`config.mk`:
```
export PLATFORM = sky130hd
export DESIGN_NAME = lfr_top
export DESIGN_NICKNAME = d
export VERILOG_FILES = /design/src/lfr_pkg.sv /design/src/lfr_top.sv /design/src/lfr_sync.sv
export VERILOG_INCLUDE_DIRS = /design/src /design/src/src
export SDC_FILE = /design/constraint.sdc
export NUM_CORES = 1
export LEC_CHECK = 0
export ABC_AREA = 1
export BUFFER_PORTS_ARGS = -buffer_cell sky130_fd_sc_hd__clkbuf_2
export CELL_PAD_IN_SITES_DETAIL_PLACEMENT = 0
export CELL_PAD_IN_SITES_GLOBAL_PLACEMENT = 1
export CORE_MARGIN = 8
export CORE_UTILIZATION = 40
export CTS_CLUSTER_SIZE = 28
export DETAILED_ROUTE_END_ITERATION = 12
export GPL_TIMING_DRIVEN = 0
export PLACE_DENSITY = 0.86
export SYNTH_ARGS = -nofsm -noshare
export SYNTH_HDL_FRONTEND = slang
export SYNTH_HIERARCHICAL = 1
export SYNTH_SLANG_ARGS = --single-unit
```
`constraint.sdc`:
```
create_clock -name sys_clk_in -period 1.47 [get_ports sys_clk_in]
set_input_delay 0.0735 -clock sys_clk_in [delete_from_list [all_inputs] [get_ports sys_clk_in]]
set_output_delay 0.0735 -clock sys_clk_in [all_outputs]
set_load 0.05 [all_outputs]
```
`src/lfr_cfg.svh`:
```
// Register offsets, field positions, reset values and timing figures of the LED fault and I2C block
`ifndef LFR_CFG_SVH
`define LFR_CFG_SVH

// Bus target address and register indices
`define LFR_I2C_ADDR 7'h36
`define LFR_IDX_REVISION 8'h00
`define LFR_IDX_SOFT_RESET 8'h01
`define LFR_IDX_ENABLE 8'h10
`define LFR_IDX_BRIGHTNESS 8'h11
`define LFR_IDX_PWM 8'h12
`define LFR_IDX_BOOST 8'h13
`define LFR_IDX_FAULT_CTRL 8'h1E
`define LFR_IDX_FAULT_FLAGS 8'h1F

// Revision code, arbitrary value
`define LFR_REVISION_CODE 4'h1

// Reset values
`define LFR_ENABLE_RST 4'hF
`define LFR_BRIGHT_RST 8'h61
`define LFR_PWM_RST 8'h73
`define LFR_OCP_SEL_RST 2'h3
`define LFR_FAULT_CTRL_RST 4'h7

// Field positions
`define LFR_EN_DEVICE 0
`define LFR_BRIGHT_ADJ_POL 0
`define LFR_FLAG_OVP 0
`define LFR_FLAG_OCP 1
`define LFR_FLAG_THERM 2
`define LFR_FLAG_SHORT 3
`define LFR_FLAG_OPEN 4
`define LFR_FCTL_SHORT_EN 3

// Overcurrent filter figures
`define LFR_CLK_PERIOD_NS 4
`define LFR_OCP_WIN_NS 128000
`define LFR_OCP_BLANK_NS 4000000
`define LFR_OCP_MIN_EVENTS 2
`define LFR_OCP_WINDOWS 8

`endif

```
`src/lfr_pkg.sv`:
```
// Types shared by the LED fault and I2C block
package lfr_pkg;

    // Asynchronous indications from the analog side
    typedef struct packed {
        logic open_string;
        logic short_string;
        logic over_voltage_limit;
        logic switch_period;
        logic thermal_recover;
        logic thermal_trip;
        logic over_current_limit;
    } lfr_fault_pins_t;

    // Bus target sequence
    typedef enum logic [2:0] {
        ST_IDLE = 3'b000,
        ST_ADDR = 3'b001,
        ST_IDX = 3'b010,
        ST_WDATA = 3'b011,
        ST_RDATA = 3'b100,
        ST_IGNORE = 3'b101
    } lfr_i2c_state_t;

endpackage

```
`src/lfr_top.sv`:
```
// LED driver I2C register bank with overcurrent and thermal fault supervision
`include "lfr_cfg.svh"

// Summary of operation
// - Two-bit overcurrent threshold select, four settings, applied to low-side switch.
// - Overcurrent crossing turns low-side switch off until next switching period.
// - Overcurrent flag sets after eight windows each with two or more events.
// - Overcurrent events not counted toward flag for 4 ms after start-up and brightness change.
// - Fault control bit 1 picks shutdown or report-only for overcurrent flag.
// - After forced shutdown, enable refused until fault flags are read.
// - Thermal trip halts boost and sets flag; recovery restarts switching automatically.
// - Fault control bit 2 picks thermal shutdown; flags read unlocks re-enable.
// - Bus busy from START to STOP; repeated START behaves like START.
// - Respond only to seven-bit address 0x36 followed by direction bit.
// - Address, register index, then data byte written to indexed register.
// - Bytes eight bits MSB first; target acknowledges each received byte.
// - Reserved bits and write-only registers read as zero.
// - Index 0x00 returns four-bit revision code, upper nibble zero.
// - Writing one to soft reset bit resets device; bit self-clears.
// - Enable register holds device enable and three string enables, all default on.
// - Device enable rising reloads brightness bit 0 and PWM control defaults.
// - Brightness control holds mapping, brightness mode and adjust-input polarity.
// - Brightness control holds ramp enable and three-bit ramp rate.
// - PWM control holds sample rate and input polarity.
// - PWM control holds hysteresis and pulse filter fields.
// - Shutdown-disable bits 2:0 (thermal, overcurrent, overvoltage): zero forces shutdown on flag; one only reports.
// - Flags: open bit 4, short 3, thermal 2, overcurrent 1, overvoltage 0.
module lfr_top #(
    parameter int unsigned OCP_WIN_CYCLES = `LFR_OCP_WIN_NS / `LFR_CLK_PERIOD_NS,
    parameter int unsigned OCP_BLANK_CYCLES = `LFR_OCP_BLANK_NS / `LFR_CLK_PERIOD_NS
) (
    input wire logic sys_clk_in,
    input wire logic srst_in,
    input wire logic scl_in,
    input wire logic sda_in,
    output logic sda_out,
    output logic sda_oe_out,
    input wire lfr_pkg::lfr_fault_pins_t fault_pins_in,
    input wire logic brightness_change_in,
    output logic [3:0] enable_out,
    output logic [7:0] brightness_control_out,
    output logic [7:0] pwm_control_out,
    output logic [1:0] ocp_threshold_out,
    output logic low_side_switch_off_out,
    output logic boost_halt_out,
    output logic [4:0] fault_flags_out
);
    // Synchronised pins
    logic [1:0] bus_lvl;
    lfr_pkg::lfr_fault_pins_t flt_lvl;
    logic [1:0] bus_d_reg;
    lfr_pkg::lfr_fault_pins_t flt_d_reg;
    logic scl_rise, scl_fall, start_det, stop_det;
    logic oc_evt, therm_rise, therm_rec, period_start;
    // Bus target state
    lfr_pkg::lfr_i2c_state_t st_reg, st_next;
    logic [3:0] bit_reg, bit_next;
    logic [7:0] sh_reg, sh_next;
    logic [7:0] tx_reg, tx_next;
    logic [7:0] idx_reg, idx_next;
    logic nack_reg, nack_next;
    logic oe_reg, oe_next;
    logic sda_lvl_reg;
    logic wr_reg, wr_next;
    logic [7:0] wdat_reg, wdat_next;
    logic [7:0] widx_reg, widx_next;
    logic frd_reg, frd_next;
    logic [7:0] rd_data;
    // Register and fault state
    logic [3:0] en_reg, en_next;
    logic [7:0] bri_reg, bri_next;
    logic [7:0] pwm_reg, pwm_next;
    logic [1:0] ocs_reg, ocs_next;
    logic [3:0] fctl_reg, fctl_next;
    logic [4:0] flags_reg, flags_next;
    logic lock_reg, lock_next;
    logic srst_pulse_reg, srst_pulse_next;
    logic [19:0] win_reg, win_next;
    logic [19:0] blank_reg, blank_next;
    logic [1:0] evc_reg, evc_next;
    logic [2:0] cons_reg, cons_next;
    logic lso_reg, lso_next;
    logic halt_reg, halt_next;
    logic [4:0] set_vec;
    logic shutdown;
    logic int_rst;

    assign int_rst = srst_in | srst_pulse_reg;

    // Bus pins and fault indications pass four flops each
    lfr_sync #(.WIDTH(2)) u_bus_sync (
        .sys_clk_in(sys_clk_in),
        .srst_in(srst_in),
        .async_in({scl_in, sda_in}),
        .rst_val_in(2'b11),
        .level_out(bus_lvl)
    );
    lfr_sync #(.WIDTH(7)) u_flt_sync (
        .sys_clk_in(sys_clk_in),
        .srst_in(srst_in),
        .async_in(fault_pins_in),
        .rst_val_in(7'h00),
        .level_out(flt_lvl)
    );

    // Edge and condition detection on filtered levels
    assign scl_rise = bus_lvl[1] & ~bus_d_reg[1];
    assign scl_fall = ~bus_lvl[1] & bus_d_reg[1];
    assign start_det = bus_lvl[1] & bus_d_reg[1] & bus_d_reg[0] & ~bus_lvl[0];
    assign stop_det = bus_lvl[1] & bus_d_reg[1] & ~bus_d_reg[0] & bus_lvl[0];
    assign oc_evt = flt_lvl.over_current_limit & ~flt_d_reg.over_current_limit;
    assign therm_rise = flt_lvl.thermal_trip & ~flt_d_reg.thermal_trip;
    assign therm_rec = flt_lvl.thermal_recover & ~flt_d_reg.thermal_recover;
    assign period_start = flt_lvl.switch_period & ~flt_d_reg.switch_period;

    // Read multiplexer; unlisted and reserved bits read zero
    always_comb
    begin
        case (idx_reg)
            `LFR_IDX_REVISION: rd_data = {4'h0, `LFR_REVISION_CODE};
            `LFR_IDX_ENABLE: rd_data = {4'h0, en_reg};
            `LFR_IDX_BRIGHTNESS: rd_data = bri_reg;
            `LFR_IDX_PWM: rd_data = pwm_reg;
            `LFR_IDX_BOOST: rd_data = {6'h00, ocs_reg};
            `LFR_IDX_FAULT_CTRL: rd_data = {4'h0, fctl_reg};
            `LFR_IDX_FAULT_FLAGS: rd_data = {3'h0, flags_reg};
            default: rd_data = 8'h00;
        endcase
    end

    // Bus target sequencing: shifts on SCL rise, drives SDA on SCL fall
    always_comb
    begin
        st_next = st_reg;
        bit_next = bit_reg;
        sh_next = sh_reg;
        tx_next = tx_reg;
        idx_next = idx_reg;
        nack_next = nack_reg;
        oe_next = oe_reg;
        wr_next = 1'b0;
        wdat_next = wdat_reg;
        widx_next = widx_reg;
        frd_next = 1'b0;
        if (start_det)
        begin
            st_next = lfr_pkg::ST_ADDR;
            bit_next = 4'h0;
            oe_next = 1'b0;
        end
        else if (stop_det)
        begin
            st_next = lfr_pkg::ST_IDLE;
            oe_next = 1'b0;
        end
        else if (st_reg != lfr_pkg::ST_IDLE && st_reg != lfr_pkg::ST_IGNORE)
        begin
            if (scl_rise)
            begin
                if (bit_reg < 4'h8)
                begin
                    sh_next = {sh_reg[6:0], bus_lvl[0]};
                    bit_next = bit_reg + 4'h1;
                end
                else if (bit_reg == 4'h8)
                begin
                    nack_next = bus_lvl[0];
                    bit_next = 4'h9;
                end
            end
            else if (scl_fall)
            begin
                if (bit_reg == 4'h8)
                begin
                    oe_next = 1'b1;
                    case (st_reg)
                        lfr_pkg::ST_ADDR:
                        begin
                            nack_next = 1'b0;
                            if (sh_reg[7:1] == `LFR_I2C_ADDR)
                                st_next = sh_reg[0] ? lfr_pkg::ST_RDATA : lfr_pkg::ST_IDX;
                            else
                            begin
                                st_next = lfr_pkg::ST_IGNORE;
                                oe_next = 1'b0;
                            end
                        end
                        lfr_pkg::ST_IDX:
                        begin
                            idx_next = sh_reg;
                            st_next = lfr_pkg::ST_WDATA;
                        end
                        lfr_pkg::ST_WDATA:
                        begin
                            wr_next = 1'b1;
                            wdat_next = sh_reg;
                            widx_next = idx_reg;
                            idx_next = idx_reg + 8'h01;
                        end
                        default: oe_next = 1'b0;
                    endcase
                end
                else if (bit_reg == 4'h9)
                begin
                    bit_next = 4'h0;
                    oe_next = 1'b0;
                    if (st_reg == lfr_pkg::ST_RDATA)
                    begin
                        if (nack_reg)
                            st_next = lfr_pkg::ST_IGNORE;
                        else
                        begin
                            tx_next = rd_data;
                            oe_next = ~rd_data[7];
                            idx_next = idx_reg + 8'h01;
                            frd_next = (idx_reg == `LFR_IDX_FAULT_FLAGS);
                        end
                    end
                end
                else if (st_reg == lfr_pkg::ST_RDATA && bit_reg != 4'h0)
                begin
                    tx_next = {tx_reg[6:0], 1'b0};
                    oe_next = ~tx_reg[6];
                end
            end
        end
    end

    always_ff @(posedge sys_clk_in)
    begin
        if (srst_in)
        begin
            bus_d_reg <= 2'b11;
            flt_d_reg <= '0;
            st_reg <= lfr_pkg::ST_IDLE;
            bit_reg <= 4'h0;
            sh_reg <= 8'h00;
            tx_reg <= 8'h00;
            idx_reg <= 8'h00;
            nack_reg <= 1'b0;
            oe_reg <= 1'b0;
            sda_lvl_reg <= 1'b0;
            wr_reg <= 1'b0;
            wdat_reg <= 8'h00;
            widx_reg <= 8'h00;
            frd_reg <= 1'b0;
        end
        else
        begin
            bus_d_reg <= bus_lvl;
            flt_d_reg <= flt_lvl;
            st_reg <= st_next;
            bit_reg <= bit_next;
            sh_reg <= sh_next;
            tx_reg <= tx_next;
            idx_reg <= idx_next;
            nack_reg <= nack_next;
            oe_reg <= oe_next;
            sda_lvl_reg <= 1'b0;
            wr_reg <= wr_next;
            wdat_reg <= wdat_next;
            widx_reg <= widx_next;
            frd_reg <= frd_next;
        end
    end

    // Flag set sources; short detection only when enabled
    always_comb
    begin
        set_vec = 5'h00;
        set_vec[`LFR_FLAG_OVP] = flt_lvl.over_voltage_limit & ~flt_d_reg.over_voltage_limit;
        set_vec[`LFR_FLAG_OCP] = (win_reg == 20'(OCP_WIN_CYCLES - 1)) && (cons_reg == 3'(`LFR_OCP_WINDOWS - 1))
            && (evc_reg >= 2'(`LFR_OCP_MIN_EVENTS)) && (blank_reg == 20'h0_0000) && en_reg[0];
        set_vec[`LFR_FLAG_THERM] = therm_rise;
        set_vec[`LFR_FLAG_SHORT] = fctl_reg[`LFR_FCTL_SHORT_EN] & flt_lvl.short_string & ~flt_d_reg.short_string;
        set_vec[`LFR_FLAG_OPEN] = flt_lvl.open_string & ~flt_d_reg.open_string;
        shutdown = |(set_vec[2:0] & ~fctl_reg[2:0]) & en_reg[0];
    end

    // Register file and fault supervision
    always_comb
    begin
        en_next = en_reg;
        bri_next = bri_reg;
        pwm_next = pwm_reg;
        ocs_next = ocs_reg;
        fctl_next = fctl_reg;
        lock_next = lock_reg;
        srst_pulse_next = 1'b0;
        if (wr_reg)
        begin
            case (widx_reg)
                `LFR_IDX_SOFT_RESET: srst_pulse_next = wdat_reg[0];
                `LFR_IDX_ENABLE:
                begin
                    en_next = wdat_reg[3:0];
                    if (lock_reg)
                        en_next[`LFR_EN_DEVICE] = 1'b0;
                    else if (wdat_reg[0] && !en_reg[0])
                    begin
                        bri_next[`LFR_BRIGHT_ADJ_POL] = 1'(`LFR_BRIGHT_RST >> `LFR_BRIGHT_ADJ_POL);
                        pwm_next = `LFR_PWM_RST;
                    end
                end
                `LFR_IDX_BRIGHTNESS: bri_next = wdat_reg;
                `LFR_IDX_PWM: pwm_next = wdat_reg;
                `LFR_IDX_BOOST: ocs_next = wdat_reg[1:0];
                `LFR_IDX_FAULT_CTRL: fctl_next = wdat_reg[3:0];
                default: ;
            endcase
        end
        if (frd_reg)
            lock_next = 1'b0;
        if (shutdown)
        begin
            en_next[`LFR_EN_DEVICE] = 1'b0;
            lock_next = 1'b1;
        end
        // Set wins over the read clear
        flags_next = (flags_reg & ~{5{frd_reg}}) | set_vec;
        // Low-side switch off for the rest of the period; thermal halt until recovery
        lso_next = oc_evt ? 1'b1 : (period_start ? 1'b0 : lso_reg);
        halt_next = therm_rise ? 1'b1 : (therm_rec ? 1'b0 : halt_reg);
        // Overcurrent density filter
        win_next = win_reg;
        blank_next = blank_reg;
        evc_next = evc_reg;
        cons_next = cons_reg;
        if (!en_reg[0])
        begin
            win_next = 20'h0_0000;
            blank_next = 20'(OCP_BLANK_CYCLES);
            evc_next = 2'h0;
            cons_next = 3'h0;
        end
        else if (brightness_change_in || blank_reg != 20'h0_0000)
        begin
            blank_next = brightness_change_in ? 20'(OCP_BLANK_CYCLES) : blank_reg - 20'h0_0001;
            win_next = 20'h0_0000;
            evc_next = 2'h0;
            cons_next = 3'h0;
        end
        else if (win_reg == 20'(OCP_WIN_CYCLES - 1))
        begin
            win_next = 20'h0_0000;
            evc_next = 2'h0;
            if (evc_reg >= 2'(`LFR_OCP_MIN_EVENTS) && cons_reg != 3'(`LFR_OCP_WINDOWS - 1))
                cons_next = cons_reg + 3'h1;
            else
                cons_next = 3'h0;
        end
        else
        begin
            win_next = win_reg + 20'h0_0001;
            if (oc_evt && evc_reg != 2'h3)
                evc_next = evc_reg + 2'h1;
        end
    end

    always_ff @(posedge sys_clk_in)
    begin
        if (int_rst)
        begin
            en_reg <= `LFR_ENABLE_RST;
            bri_reg <= `LFR_BRIGHT_RST;
            pwm_reg <= `LFR_PWM_RST;
            ocs_reg <= `LFR_OCP_SEL_RST;
            fctl_reg <= `LFR_FAULT_CTRL_RST;
            flags_reg <= 5'h00;
            lock_reg <= 1'b0;
            win_reg <= 20'h0_0000;
            blank_reg <= 20'(OCP_BLANK_CYCLES);
            evc_reg <= 2'h0;
            cons_reg <= 3'h0;
            lso_reg <= 1'b0;
            halt_reg <= 1'b0;
        end
        else
        begin
            en_reg <= en_next;
            bri_reg <= bri_next;
            pwm_reg <= pwm_next;
            ocs_reg <= ocs_next;
            fctl_reg <= fctl_next;
            flags_reg <= flags_next;
            lock_reg <= lock_next;
            win_reg <= win_next;
            blank_reg <= blank_next;
            evc_reg <= evc_next;
            cons_reg <= cons_next;
            lso_reg <= lso_next;
            halt_reg <= halt_next;
        end
    end

    // Soft reset pulse clears itself after one cycle
    always_ff @(posedge sys_clk_in)
    begin
        if (srst_in)
            srst_pulse_reg <= 1'b0;
        else
            srst_pulse_reg <= srst_pulse_next;
    end

    // Outputs straight from flops
    assign sda_out = sda_lvl_reg;
    assign sda_oe_out = oe_reg;
    assign enable_out = en_reg;
    assign brightness_control_out = bri_reg;
    assign pwm_control_out = pwm_reg;
    assign ocp_threshold_out = ocs_reg;
    assign low_side_switch_off_out = lso_reg;
    assign boost_halt_out = halt_reg;
    assign fault_flags_out = flags_reg;
endmodule

```
`src/lfr_sync.sv`:
```
// Three-stage input synchroniser whose output moves once stages two and three agree
module lfr_sync #(
    parameter int WIDTH = 1
) (
    input wire logic sys_clk_in,
    input wire logic srst_in,
    input wire logic [WIDTH-1:0] async_in,
    input wire logic [WIDTH-1:0] rst_val_in,
    output logic [WIDTH-1:0] level_out
);
    logic [WIDTH-1:0] s1_reg;
    logic [WIDTH-1:0] s2_reg;
    logic [WIDTH-1:0] s3_reg;
    logic [WIDTH-1:0] level_reg;
    logic [WIDTH-1:0] level_next;

    // Filtered level follows only bits where stages two and three agree
    always_comb
    begin
        level_next = (level_reg & (s2_reg ^ s3_reg)) | (s2_reg & ~(s2_reg ^ s3_reg));
    end

    // Stage registers; the first stage feeds only the second
    always_ff @(posedge sys_clk_in)
    begin
        if (srst_in)
        begin
            s1_reg <= rst_val_in;
            s2_reg <= rst_val_in;
            s3_reg <= rst_val_in;
            level_reg <= rst_val_in;
        end
        else
        begin
            s1_reg <= async_in;
            s2_reg <= s1_reg;
            s3_reg <= s2_reg;
            level_reg <= level_next;
        end
    end

    // Filtered level straight from its flop; reset loads the idle level of the pin
    assign level_out = level_reg;
endmodule

```
==> results.cfg <==
[outcome]
outcome = complete, but fails checks
violations = negative setup slack

[sta]
max_freq_ghz = 0.601
max_slew_margin_pct = 43.5
setup_tns_ns = -10.62
rsz0062_at_grt = true
worstMarginPinSlew_ns = 0.847
timing.hold.ws_ns = 0.155
setup_ws_ns = -0.195
skew_ns = 0.0135
min_period_ns = 1.66
finalHoldViolations = 0
final-max-slew-violation-count = 0
finalSetupViolCount = 106
post-route-period-util_pct = 113

[final_layout]
n_antenna_cell = 0
final_common_cell = nand2_1
drive_gt1_share_pct = 37.8
finalNonFillerCells = 1628
area_delta_synth_final_pct = 42.4
final_cell_area_mm2 = 0.0118
final_cell_mix = nand2_1, dfxtp_1, inv_1
n_fill_cell = 1828
finalNetCount = 1375

[synth]
synth_area_mm2 = 0.00829
synth_area_leaders = dfxtp_1, nand2_1, inv_1
synth_seq_area_share_pct = 43.3
yosysWarningCount = 6
yosysUniqueCellTypes = 46
netlist_instances = 1161
synth_seq_cells = 175
yosysTopAreaCellShare_pct = 40.1
async_reset_ff_share_pct = 0
ys.flop_type = dfxtp_1
yosysTopAreaCell = dfxtp_1
synth-edff-count = 9
syn_area_per_cell_um2 = 7.14

[critical_path]
end_kind = register
cp-start-kind = register
path_class = register to register
crit_required_ns = 1.83
reg2regPathDepth = 9
worstPathArrival_ns = 2.03
cp_max_fo = 6

[place]
dp.cells = 1480
placed_cell_area_mm2 = 0.00894
portBuffers = 41
gp_congestion = 0.880
dp_hpwl_mm = 15.7

[clocking]
ctsRootBufferMaster = clkbuf_16
clockBufferDepth = 2
cts_sinks = 175
clk_latency_ns = 0.45
cts_made_buffers = 17
cts_tree = yes
htreeDepth = 4
clk_pin_slew_ns = 0.08

[run]
maxCapViolations = 0

[grt]
grt_pass1_vias = 7657
grtUsageTotal_pct = 18.0
antenna_found_initial = 0
overflow = 0
grt_first_pass_wirelength_mm = 37.8
grt_max_degree = 18

[power_and_ir_drop]
p_leak_nw = 5.01
ir_drop_v = 0.00103
power_density_mw_per_mm2 = 883

[floorplanning]
core_area_mm2 = 0.0203
die_h_um = 160
dieArea_mm2 = 0.0256
rows = 52
ioPinCount = 43
initial_core_util_pct = 40.9
die_w_um = 160

[detailed_routing]
vias = 8362
drtIter0Drc = 543
first_pass_iters = 5
postRouteAntennaNets = 0
drt-wirelength-per-cell_um = 15.2
wl_mm = 24.8
viasPerCell = 5.14
route.detailed.drc = 0

[worst_hold_path]
whs_path_depth = 2
hold_path_class = primary input to register
[power by group]
part	switching, mW	internal, mW	total [mW]	leakage, nW
Clock	2.15	2.38	4.54	0.275
Combinational	0.565	0.304	0.868	3.27
Sequential	0.105	4.92	5.03	1.47
Total	2.82	7.61	10.4	5.01
[synthesized netlist by cell type, types with 9 or more instances]
| master | n |
|---|---|
| nand2_1 | 277 |
| dfxtp_1 | 166 |
| inv_1 | 138 |
| nor2_1 | 132 |
| nand3_1 | 85 |
| a21oi_1 | 79 |
| o21ai_0 | 79 |
| nand4_1 | 20 |
| ha_1 | 18 |
| inv_2 | 14 |
| nor3_1 | 14 |
| nor2_2 | 11 |
| clkbuf_1 | 10 |
| edfxtp_1 | 9 |
| o211ai_1 | 9 |
| o21ai_1 | 9 |
[worst max-delay path: stages, from the launching register on]
cell     delay [ns]
dfxtp_4        0.37
inv_4          0.06
ha_4           0.17
nand3_4        0.14
buf_6          0.16
nor3_4         0.12
buf_6          0.18
buf_6          0.15
o21ai_2        0.06
a21oi_1        0.17
[path summary, 6_finish.rpt]
path | endpoint | slack (ns) | startpoint
worst max register to register | wdat_reg[1]$_SDFFE_PP0P_ | -0.19 | bit_reg[0]$_SDFFE_PP0P_
worst max-delay path | wdat_reg[1]$_SDFFE_PP0P_ | -0.19 | bit_reg[0]$_SDFFE_PP0P_
worst min-delay path | u_bus_sync/s3_reg[0]$_DFF_P_ | 0.16 | srst_in
worst min register to register | u_flt_sync/s2_reg[4]$_DFF_P_ | 0.42 | u_flt_sync/s1_reg[4]$_DFF_P_
[final cells by class]
cell class	instances	area (um^2)	area share (%)
Clock inverter	15	146	1.24
Clock buffer	17	425	3.60
Sequential cell	175	3670	31.1
Buffer	21	160	1.36
Inverter	154	646	5.47
Multi-Input combinational cell	821	5190	43.9
Tap cell	270	338	2.86
Timing Repair Buffer	155	1240	10.5
[per-stage QoR]
stage,util (%),setup slack (ns),power [mW]
finish,58.2,-0.195,10.4
global placement,44.0,-0.478,5.77
global route,58.2,-0.295,10.8
floorplan,-,-0.0364,5.60
CTS,53.4,-0.166,10.4
detailed placement,44.0,-0.463,5.78
[repair_timing]
action                                  in CTS  in global routing
cloned                                       6                  0
buffers inserted                            59                 43
hold endpoints to repair                    11                  0
pin swaps                                   59                 88
endpoints found under the setup margin     107                119
hold buffers                                10                  0
resized for setup                          248                202
[kinds of logic after synthesis]
kind of cell,synth area share [%]
other cells,0.0905
flops,43.3
simple gates,31.3
xor+xnor,1.37
buf+inv,8.52
fa+ha+maj,2.72
compound gates,12.6
[per-layer routing]
layer / routed length (um) / part of all wire, % / up-vias / track usage (%)
met1: 10500 / 42 / 3911 / 21.2
li1: - / - / 4167 / -
met3: 1210 / 4.9 / 62 / 3.88
met4: 680 / 2.7 / 0 / 7.31
met2: 12400 / 50 / 222 / 31.1
met5: 0 / 0 / - / 0
(Power assumes the default switching activity.)
